**config.mk**
```make
export PLATFORM = sky130hd
export DESIGN_NAME = smd_responder
export DESIGN_NICKNAME = d
export VERILOG_FILES = /design/src/smd_pkg.sv /design/src/smd_responder.sv
export SDC_FILE = /design/constraint.sdc
export NUM_CORES = 1
export LEC_CHECK = 0
export BUFFER_PORTS_ARGS = -buffer_cell sky130_fd_sc_hd__buf_2
export CAP_MARGIN = 20
export CORE_MARGIN = 5
export CORE_UTILIZATION = 39
export DETAILED_ROUTE_END_ITERATION = 16
export PLACE_DENSITY = 0.68
export SYNTH_ARGS = -nofsm -noshare
export SYNTH_HDL_FRONTEND = slang
export SYNTH_SLANG_ARGS = --single-unit
```
**constraint.sdc**
```tcl
create_clock -name SYS_CLK_IN -period 11.15 [get_ports SYS_CLK_IN]
set_input_delay 0.5575 -clock SYS_CLK_IN [delete_from_list [all_inputs] [get_ports SYS_CLK_IN]]
set_output_delay 0.5575 -clock SYS_CLK_IN [all_outputs]
set_load 0.1 [all_outputs]
```
**src/smd_pkg.sv**
```systemverilog
/*
  Package for the safety monitor diagnostic responder: call codes, answer
  codes, colour codes, register map of the APB slave and carrier structs.
  Assumes a 32-bit APB master and a single 125 MHz clock.
*/
package smd_pkg;

  localparam int unsigned NUM_DEV  = 8;
  localparam int unsigned DEV_W    = 3;

  // Call codes on the bus
  localparam logic [3:0] CALL_STATE   = 4'hf;
  localparam logic [3:0] CALL_STORE   = 4'he;
  localparam logic [3:0] CALL_LED1    = 4'hd;
  localparam logic [3:0] CALL_LED2    = 4'hc;
  localparam logic [3:0] CALL_CNT1    = 4'hb;
  localparam logic [3:0] CALL_HI1     = 4'ha;
  localparam logic [3:0] CALL_LO1     = 4'h9;
  localparam logic [3:0] CALL_COL1    = 4'h8;
  localparam logic [3:0] CALL_CNT2    = 4'h7;
  localparam logic [3:0] CALL_HI2     = 4'h6;
  localparam logic [3:0] CALL_LO2     = 4'h5;
  localparam logic [3:0] CALL_COL2    = 4'h4;

  // User data codes D2..D0
  localparam logic [2:0] UD_OK        = 3'h0;
  localparam logic [2:0] UD_OFF1      = 3'h1;
  localparam logic [2:0] UD_OFF2      = 3'h2;
  localparam logic [2:0] UD_OFF_BOTH  = 3'h3;
  localparam logic [2:0] UD_CFG_PON   = 3'h4;
  localparam logic [2:0] UD_CFG       = 3'h5;
  localparam logic [2:0] UD_RESERVED  = 3'h6;
  localparam logic [2:0] UD_FATAL     = 3'h7;

  // Device colour codes
  localparam logic [2:0] COL_GREEN    = 3'h0;
  localparam logic [2:0] COL_GREEN_FL = 3'h1;
  localparam logic [2:0] COL_YEL      = 3'h2;
  localparam logic [2:0] COL_YEL_FL   = 3'h3;
  localparam logic [2:0] COL_RED      = 3'h4;
  localparam logic [2:0] COL_RED_FL   = 3'h5;
  localparam logic [2:0] COL_GREY     = 3'h6;

  localparam logic [2:0] CNT_MAX      = 3'h7;
  localparam int unsigned CNT_LIMIT   = 6;

  // Operating modes
  localparam logic [1:0] MODE_PROT    = 2'h0;
  localparam logic [1:0] MODE_PON     = 2'h1;
  localparam logic [1:0] MODE_CFG     = 2'h2;
  localparam logic [1:0] MODE_FATAL   = 2'h3;

  // Circuit topology
  localparam logic [1:0] TOPO_SINGLE  = 2'h0;
  localparam logic [1:0] TOPO_DEP     = 2'h1;
  localparam logic [1:0] TOPO_INDEP   = 2'h2;

  // Snapshot capture length in cycles, one per device plus one
  localparam logic [3:0] CAP_LAST     = 4'(NUM_DEV);

  // APB register map (byte addresses)
  localparam logic [7:0] ADDR_CTRL    = 8'h00;
  localparam logic [7:0] ADDR_CALL    = 8'h04;
  localparam logic [7:0] ADDR_ANSWER  = 8'h08;
  localparam logic [7:0] ADDR_STATUS  = 8'h0c;

  // CTRL fields
  localparam int unsigned CTRL_SORT   = 0;
  localparam int unsigned CTRL_ACK    = 1;
  localparam int unsigned CTRL_TOPO   = 2;
  localparam int unsigned CTRL_C2CFG  = 4;
  localparam logic [31:0] CTRL_RESET  = 32'h0000_0011;

  typedef struct packed {
    logic [2:0]  colour;
    logic [1:0]  circuit;   // bit0 circuit 1, bit1 circuit 2
    logic [5:0]  index;
  } smd_dev_t;

  typedef struct packed {
    logic [1:0]  mode;
    logic        off1;
    logic        off2;
    logic [1:0]  led1;
    logic [1:0]  led2;
  } smd_mon_t;

endpackage : smd_pkg

```
**src/smd_responder.sv**
```systemverilog
/*
  Diagnostic responder of a safety monitor slave. Answers 4-bit data calls
  with 4-bit answers, detail and ready store calls from a captured snapshot, state calls from live state; configured over APB.
  Assumes the slave protocol layer delivers one call_valid pulse per call,
  and that monitor and device state inputs are synchronous to SYS_CLK_IN.
*/
// The APB interface to the registers and the placing of the registers are this design's own decisions.
// Functional notes
// (RULE1) Master alternates state and store calls
// (RULE2) Both calls carry identical three-bit user data
// (RULE3) D3 low for state, high for store
// (RULE4) Protective, no fault answers zero
// (RULE5) Circuit 2 OK when single, dependent, unconfigured
// (RULE6) State-to-store change captures a snapshot
// (RULE7) D3 stays low while capturing
// (RULE8) Detail calls answered from stored snapshot
// (RULE9) Setting selects sorted or unsorted detail
// (RULE10) No detail during configuration operation
// (RULE11) New state call discards snapshot
// (RULE12) Call codes 1111,1110,1101,1100 and onward
// (RULE13) Off codes 001, 010, 011
// (RULE14) Configuration codes 100, 101, fatal 111
// (RULE15) Store call D3 low means wait
// (RULE16) Master asks LEDs only after 10XX
// (RULE17) LED codes, D3 gives the circuit
// (RULE18) Seven colour codes green to grey
// (RULE19) Error lock released by ack or cycling
// (RULE20) Unassigned device always reports green
// (RULE21) Successive different calls differ in answers
// (RULE22) Count answer 0, 1..6, 7 for more
// (RULE23) Snapshot capture is atomic
`timescale 1ns/10ps
module smd_responder (
  input  wire logic                 SYS_CLK_IN,
  input  wire logic                 RST_N_IN,
  input  wire logic                 CALL_VALID_IN,
  input  wire logic [3:0]           CALL_CODE_IN,
  input  wire smd_pkg::smd_mon_t    MON_IN,
  input  wire smd_pkg::smd_dev_t [smd_pkg::NUM_DEV-1:0] DEV_IN,
  input  wire logic                 BUS_RESTART_IN,
  input  wire logic                 PSEL,
  input  wire logic                 PENABLE,
  input  wire logic                 PWRITE,
  input  wire logic [7:0]           PADDR,
  input  wire logic [31:0]          PWDATA,
  output logic [31:0]               PRDATA,
  output logic                      PREADY,
  output logic                      PSLVERR,
  output logic                      ANSWER_VALID_OUT,
  output logic [3:0]                ANSWER_OUT,
  output logic                      ERROR_LOCK_OUT
);

  typedef enum logic [1:0] {SMD_IDLE, SMD_CAPTURE, SMD_READY} smd_state_t;

  smd_state_t                 state_reg,   state_next;
  logic [3:0]                 cap_reg,     cap_next;
  smd_pkg::smd_mon_t          mon_reg,     mon_next;
  smd_pkg::smd_dev_t [smd_pkg::NUM_DEV-1:0] snap_reg, snap_next;
  logic [3:0]                 last_call_reg, last_call_next;
  logic [3:0]                 answer_reg,  answer_next;
  logic                       aval_reg,    aval_next;
  logic [31:0]                ctrl_reg,    ctrl_next;
  logic [31:0]                prdata_reg,  prdata_next;
  logic                       lock_reg,    lock_next;
  logic [2:0]                 ptr_reg,     ptr_next;
  logic                       ptr_seen_reg, ptr_seen_next;

  // User data derived from live or captured monitor state, honouring topology
  function automatic logic [2:0] user_data(input smd_pkg::smd_mon_t m,
                                           input logic [31:0] c);
    logic off2;
    off2 = m.off2;
    if (c[smd_pkg::CTRL_TOPO +: 2] != smd_pkg::TOPO_INDEP ||
        !c[smd_pkg::CTRL_C2CFG])
      off2 = 1'b0;                                          // [RULE5]
    case (m.mode)
      smd_pkg::MODE_PROT:  user_data = {1'b0, off2, m.off1}; // [RULE4] [RULE13]
      smd_pkg::MODE_PON:   user_data = smd_pkg::UD_CFG_PON;  // [RULE14]
      smd_pkg::MODE_CFG:   user_data = smd_pkg::UD_CFG;      // [RULE14]
      default:             user_data = smd_pkg::UD_FATAL;    // [RULE14]
    endcase
  endfunction : user_data

  // Colour of a device, green when unassigned
  function automatic logic [2:0] dev_colour(input smd_pkg::smd_dev_t d);
    dev_colour = (d.circuit == 2'b00) ? smd_pkg::COL_GREEN : d.colour; // [RULE20] [RULE18]
  endfunction : dev_colour

  // Membership of a device in the current detail view
  function automatic logic in_view(input smd_pkg::smd_dev_t d, input logic sorted,
                                   input logic circ2);
    in_view = (dev_colour(d) != smd_pkg::COL_GREEN) &&
              (!sorted || (circ2 ? d.circuit[1] : d.circuit[0]));    // [RULE9]
  endfunction : in_view

  logic        sorted;
  logic        circ2_sel;
  logic [3:0]  n_view;
  logic [2:0]  cnt_code;
  logic [2:0]  first_idx;
  logic        cfg_mode;
  logic        apb_wr;
  logic        apb_rd;
  logic        addr_ok;
  logic        lock_set;

  assign sorted    = ctrl_reg[smd_pkg::CTRL_SORT];
  assign cfg_mode  = (mon_reg.mode != smd_pkg::MODE_PROT);
  assign circ2_sel = (CALL_CODE_IN <= smd_pkg::CALL_CNT2);

  // Count and first matching device in the snapshot
  always_comb begin
    n_view    = 4'h0;
    first_idx = 3'h0;
    for (int i = smd_pkg::NUM_DEV - 1; i >= 0; i--) begin
      if (in_view(snap_reg[i], sorted, circ2_sel)) begin
        n_view    = n_view + 4'h1;
        first_idx = 3'(i);
      end
    end
    cnt_code = (n_view > 4'(smd_pkg::CNT_LIMIT)) ? smd_pkg::CNT_MAX : n_view[2:0]; // [RULE22]
  end

  assign addr_ok = (PADDR == smd_pkg::ADDR_CTRL) || (PADDR == smd_pkg::ADDR_CALL) ||
                   (PADDR == smd_pkg::ADDR_ANSWER) || (PADDR == smd_pkg::ADDR_STATUS);
  assign apb_wr  = PSEL && PENABLE && PWRITE;
  assign apb_rd  = PSEL && !PENABLE && !PWRITE;

  // Call handling and snapshot
  always_comb begin
    state_next     = state_reg;
    cap_next       = cap_reg;
    mon_next       = mon_reg;
    snap_next      = snap_reg;
    last_call_next = last_call_reg;
    answer_next    = answer_reg;
    aval_next      = 1'b0;
    ptr_next       = ptr_reg;
    ptr_seen_next  = ptr_seen_reg;
    case (state_reg)
      SMD_CAPTURE: begin
        // Whole set taken in one cycle at start, counter only delays D3
        if (cap_reg == smd_pkg::CAP_LAST) begin
          state_next = SMD_READY;                          // [RULE7]
        end else begin
          cap_next = cap_reg + 4'h1;
        end
      end
      default: begin
      end
    endcase
    if (CALL_VALID_IN) begin
      last_call_next = CALL_CODE_IN;
      aval_next      = 1'b1;
      case (CALL_CODE_IN)                                  // [RULE12]
        smd_pkg::CALL_STATE: begin
          state_next  = SMD_IDLE;                          // [RULE11]
          answer_next = {1'b0, user_data(MON_IN, ctrl_reg)}; // [RULE2] [RULE3] [RULE15]
        end
        smd_pkg::CALL_STORE: begin
          if (last_call_reg == smd_pkg::CALL_STATE) begin  // [RULE6]
            state_next = SMD_CAPTURE;
            cap_next   = 4'h0;
            mon_next   = MON_IN;                           // [RULE23]
            snap_next  = DEV_IN;                           // [RULE23]
            ptr_seen_next = 1'b0;
            answer_next = {1'b0, user_data(MON_IN, ctrl_reg)}; // [RULE7]
          end else if (state_reg == SMD_READY) begin
            answer_next = {1'b1, user_data(mon_reg, ctrl_reg)}; // [RULE3] [RULE8]
          end else begin
            answer_next = {1'b0, user_data(MON_IN, ctrl_reg)}; // [RULE7]
          end
        end
        default: begin
          if (state_reg != SMD_READY || cfg_mode) begin
            answer_next = {1'b1, smd_pkg::UD_RESERVED};     // [RULE10]
          end else begin
            case (CALL_CODE_IN)
              smd_pkg::CALL_LED1: answer_next = {2'b00, mon_reg.led1}; // [RULE17]
              smd_pkg::CALL_LED2: answer_next = {2'b10, mon_reg.led2}; // [RULE17]
              smd_pkg::CALL_CNT1, smd_pkg::CALL_CNT2: begin
                answer_next   = {1'b0, cnt_code};            // [RULE22]
                ptr_next      = first_idx;
                ptr_seen_next = 1'b1;
              end
              smd_pkg::CALL_HI1, smd_pkg::CALL_HI2:
                answer_next = {1'b1, snap_reg[ptr_reg].index[5:3]}; // [RULE8]
              smd_pkg::CALL_LO1, smd_pkg::CALL_LO2:
                answer_next = {1'b0, snap_reg[ptr_reg].index[2:0]}; // [RULE21]
              smd_pkg::CALL_COL1, smd_pkg::CALL_COL2:
                answer_next = {1'b1, dev_colour(snap_reg[ptr_reg])}; // [RULE18]
              default: answer_next = {1'b1, smd_pkg::UD_RESERVED};
            endcase
          end
        end
      endcase
    end
  end

  // Error lock release by ack or bus cycling; a set in the same cycle wins
  always_comb begin
    lock_set  = 1'b0;
    lock_next = lock_reg;
    for (int i = 0; i < smd_pkg::NUM_DEV; i++) begin
      if (DEV_IN[i].circuit != 2'b00 && DEV_IN[i].colour == smd_pkg::COL_RED_FL)
        lock_set = 1'b1;
    end
    if ((apb_wr && PADDR == smd_pkg::ADDR_CTRL && PWDATA[smd_pkg::CTRL_ACK]) ||
        BUS_RESTART_IN)
      lock_next = 1'b0;                                    // [RULE19]
    if (lock_set)
      lock_next = 1'b1;                                    // [RULE18]
  end

  // APB register file, zero wait states
  always_comb begin
    ctrl_next   = ctrl_reg;
    prdata_next = prdata_reg;
    if (apb_wr && PADDR == smd_pkg::ADDR_CTRL)
      ctrl_next = PWDATA & ~(32'h1 << smd_pkg::CTRL_ACK);
    if (apb_rd) begin
      case (PADDR)
        smd_pkg::ADDR_CTRL:   prdata_next = ctrl_reg;
        smd_pkg::ADDR_CALL:   prdata_next = {28'h0, last_call_reg};
        smd_pkg::ADDR_ANSWER: prdata_next = {28'h0, answer_reg};
        smd_pkg::ADDR_STATUS: prdata_next = {29'h0, lock_reg, 2'(state_reg)};
        default:              prdata_next = 32'h0;
      endcase
    end
  end

  always_ff @(posedge SYS_CLK_IN) begin
    if (!RST_N_IN) begin
      state_reg     <= SMD_IDLE;
      cap_reg       <= 4'h0;
      mon_reg       <= '0;
      snap_reg      <= '0;
      last_call_reg <= 4'h0;
      answer_reg    <= 4'h0;
      aval_reg      <= 1'b0;
      ctrl_reg      <= smd_pkg::CTRL_RESET;
      prdata_reg    <= 32'h0;
      lock_reg      <= 1'b0;
      ptr_reg       <= 3'h0;
      ptr_seen_reg  <= 1'b0;
    end else begin
      state_reg     <= state_next;
      cap_reg       <= cap_next;
      mon_reg       <= mon_next;
      snap_reg      <= snap_next;
      last_call_reg <= last_call_next;
      answer_reg    <= answer_next;
      aval_reg      <= aval_next;
      ctrl_reg      <= ctrl_next;
      prdata_reg    <= prdata_next;
      lock_reg      <= lock_next;
      ptr_reg       <= ptr_next;
      ptr_seen_reg  <= ptr_seen_next;
    end
  end

  assign PRDATA           = prdata_reg;
  assign PREADY           = 1'b1;
  assign PSLVERR          = PSEL && PENABLE && !addr_ok;
  assign ANSWER_VALID_OUT = aval_reg;
  assign ANSWER_OUT       = answer_reg;
  assign ERROR_LOCK_OUT   = lock_reg;
endmodule : smd_responder

```
==> results.sh <==
export IMPL_status="finished clean"
export IMPL_design_core_area_sq_um=21000
export IMPL_drtAntennaViolNets=0
export IMPL_layout_commonest_cell="nand2_1"
export IMPL_synth_fp_nets=1175
export IMPL_worst_slew_pin_transition_ps=1060
export IMPL_area_delta_synth_final_pct=20.2
export IMPL_cts_path_max_buffers=2
export IMPL_async_reset_ff_share_pct=0
export IMPL_final_core_util_pct=47.5
export IMPL_rr_startpoint="ctrl_reg[0]$_SDFFE_PN1P_"
export IMPL_viasPerCell=5.29
export IMPL_initial_utilization_pct=39.5
export IMPL_holdPathEnd="snap_reg[69]$_SDFFE_PN0P_"
export IMPL_critical_path_class="flop to flop"
export IMPL_drv_slew=0
export IMPL_postCtsSetupRepairBufs=0
export IMPL_cp_common_cell="ha_1"
export IMPL_power_leakage_nw=3.84
export IMPL_die_x_um=156
export IMPL_worst_hold_path_type="input pin to flop"
export IMPL_first_pass_iters=5
export IMPL_clk_latency_ps=430
export IMPL_drive_gt1_share_pct=23.1
export IMPL_whs_path_depth=3
export IMPL_critPathMaxStageDelay_ps=440
export IMPL_root_buffer="clkbuf_16"
export IMPL_worstHoldStart="DEV_IN[69]"
export IMPL_slew_headroom_pct=29.3
export IMPL_fin_crit_ps=5460
export IMPL_grt_pass1_wl_um=37300
export IMPL_power_density_nw_per_um2=130
export IMPL_grt_pass1_vias=7340
export IMPL_rsz0062_at_grt="no"
export IMPL_startpoint_type="flop"
export IMPL_end_kind="flop"
export IMPL_critPathMaxFanout=13
export IMPL_r2r_cells=27
export IMPL_path_delay_family="adder cells"
export IMPL_num_fill_cells=2043
export IMPL_most_common_layout_cells="290 x nand2_1, 185 x buf_2, 178 x dfxtp_1, 143 x a21oi_1, 79 x nor2_1"
export IMPL_netlist_cell_type_count=74
export IMPL_fin_worst_skew_ps=10.2
export IMPL_cts_resized=0
export IMPL_reg2reg_to="ANSWER_OUT[2]$_SDFFE_PN0P_"
export IMPL_routed_wl_um=23300
export IMPL_io_pins=187
export IMPL_vias=7670
export IMPL_maxCapViolCount=0
export IMPL_setup_violations=0
export IMPL_clk_pin_slew_ps=80
export IMPL_synthCells=1017
export IMPL_hold_ws_ps=351
export IMPL_r2r_slack_ps=5690
export IMPL_final_area_sq_um=9980
export IMPL_antenna_found_initial=3
export IMPL_crit_path_top_delay_cell="dfxtp_1"
export IMPL_critPathArrivalTime_ps=5820
export IMPL_drc_errors=0
export IMPL_grt_max_degree=102
export IMPL_worstPathRequired_ps=11510
export IMPL_setup_tns_final_ps=0
export IMPL_rows=53
export IMPL_port_buffers=185
export IMPL_cts_tree="yes"
export IMPL_synth_cell_area_sq_um=8300
export IMPL_irDropWorstVdd_mv=0.0899
export IMPL_fin_crit_sh_pct=49.0
export IMPL_place_area_sq_um=9390
export IMPL_drt_iter0_drc=543
export IMPL_h_tree_depth=4
export IMPL_cts_hold_fix_buffers=0
export IMPL_hold_viol_final=0
export IMPL_dp_cells=1415
export IMPL_synth_edff_count=0
export IMPL_wl_per_cell_um=16.1
export IMPL_overflow=0
export IMPL_nets=1318
export IMPL_fmax_ghz=0.183
export IMPL_ys_warn_count=0
export IMPL_cp_num_buf_inv=4
export IMPL_instances_no_fill=1449
export IMPL_fp_dieH_um=156
export IMPL_largest_reg_flops=88
export IMPL_synth_ff_type="dfxtp_1"
export IMPL_cts_buffers=17
export IMPL_dpl_hpwl_um=16700
export IMPL_gp_congestion=0.870
export IMPL_die_area_sq_um=24300
export IMPL_ys_ff_latch=178
export IMPL_clock_sinks=178
export IMPL_seq_area_frac_synth_pct=42.9
export IMPL_syn_area_per_cell_sq_um=8.17
export IMPL_gr_usage_all_layers_pct=18.9
-- cells by family after synthesis --
family / count (synthesis) / share of synthesized area [%]
AOI/OAI and AO/OA: 237 / 17.2
xor gates and xnor gates: 14 / 2.71
adders and majority gates: 11 / 1.66
buffers and inverters: 88 / 4.25
DFF: 178 / 42.9
muxes: 43 / 8.44
other: 1 / 0.0452
and+or+nand+nor: 445 / 22.8
-- layout make-up --
| type | instances | area [sq um] | area share [%] |
|---|---|---|---|
| Antenna cell | 1 | 2.50 | 0.0251 |
| Inverter | 19 | 73.8 | 0.739 |
| Multi-Input combinational cell | 751 | 4410 | 44.1 |
| Clock inverter | 15 | 143 | 1.43 |
| Timing Repair Buffer | 193 | 1030 | 10.3 |
| Clock buffer | 17 | 425 | 4.26 |
| Sequential cell | 178 | 3560 | 35.7 |
| Tap cell | 275 | 344 | 3.45 |
-- per-stage QoR --
stage	setup slack [ps]	total power, mW
final	5690	1.30
after global routing	5210	1.34
after CTS	5680	1.31
after detailed placement	5330	0.734
after global placement	5530	0.734
after floorplan	6060	0.694
-- synthesized netlist by cell type, types with 3 or more instances --
cell type  instances  area, sq um
inv_1             18         67.6
dfxtp_1          178         3560
mux2_2             6         67.6
a211oi_1           5         37.5
nand3b_1           4         30.0
o211a_1            3         30.0
xnor2_1            5         43.8
buf_2              3         15.0
nor2_1            80          300
nor4_1             4         25.0
nor3_1            18         90.1
and3_1             3         18.8
ha_1              11          138
mux4_2            21          473
nand2_1          290         1090
nand4_1            6         37.5
a22oi_1           34          255
clkbuf_1          60          225
nand3_1            8         40.0
a31oi_1            4         25.0
or3_1              7         43.8
o211ai_1           7         52.6
a21oi_1          143          716
buf_1              3         11.3
mux2i_1           16          160
o22ai_1            3         18.8
o21ai_0           16         80.1
-- power breakdown --
group	leakage [nW]	switching (mW)	total, mW	internal, mW
Combinational	2.13	0.0521	0.0799	0.0278
Sequential	1.44	0.00238	0.640	0.638
Clock	0.267	0.282	0.577	0.296
Total	3.84	0.336	1.30	0.961
-- worst reg2reg max path: stages (launching register included) --
cell      delay, ps
dfxtp_1         440
or2b_2          270
nor2_1           50
or3_1           420
inv_1            90
ha_1            160
inv_1            40
mux2i_1         420
ha_1            360
nor2_1          110
nor2_1           60
ha_1            270
or2b_1          280
o211ai_4        130
inv_1            70
ha_1            280
nor2_1          140
a21oi_1          60
ha_1            290
inv_1            30
mux2_2          260
a31oi_1         230
ha_1            200
nand2_1          60
xor3_1          360
nand2_1         100
nor2_1           50
a211oi_2        190
-- worst max-delay path by stage --
stage                                      end  slack [ps]  depth (start not counted)                      from
global placement    ANSWER_OUT[2]$_SDFFE_PN0P_        5530                         28           CALL_CODE_IN[3]
floorplan           ANSWER_OUT[2]$_SDFFE_PN0P_        6060                         28           CALL_CODE_IN[3]
detailed placement  ANSWER_OUT[2]$_SDFFE_PN0P_        5330                         28           CALL_CODE_IN[3]
global route        ANSWER_OUT[2]$_SDFFE_PN0P_        5210                         27  ctrl_reg[0]$_SDFFE_PN1P_
CTS                 ANSWER_OUT[2]$_SDFFE_PN0P_        5680                         27  ctrl_reg[0]$_SDFFE_PN1P_
finish              ANSWER_OUT[2]$_SDFFE_PN0P_        5690                         27  ctrl_reg[0]$_SDFFE_PN1P_
-- metal layers --
layer | track usage [%] | wire (um)
met5 | 0 | 31
met4 | 7.59 | 743
met3 | 4.91 | 1400
met2 | 30.7 | 11200
met1 | 24.0 | 9950
No activity file was read; power rests on OpenSTA's default activity.
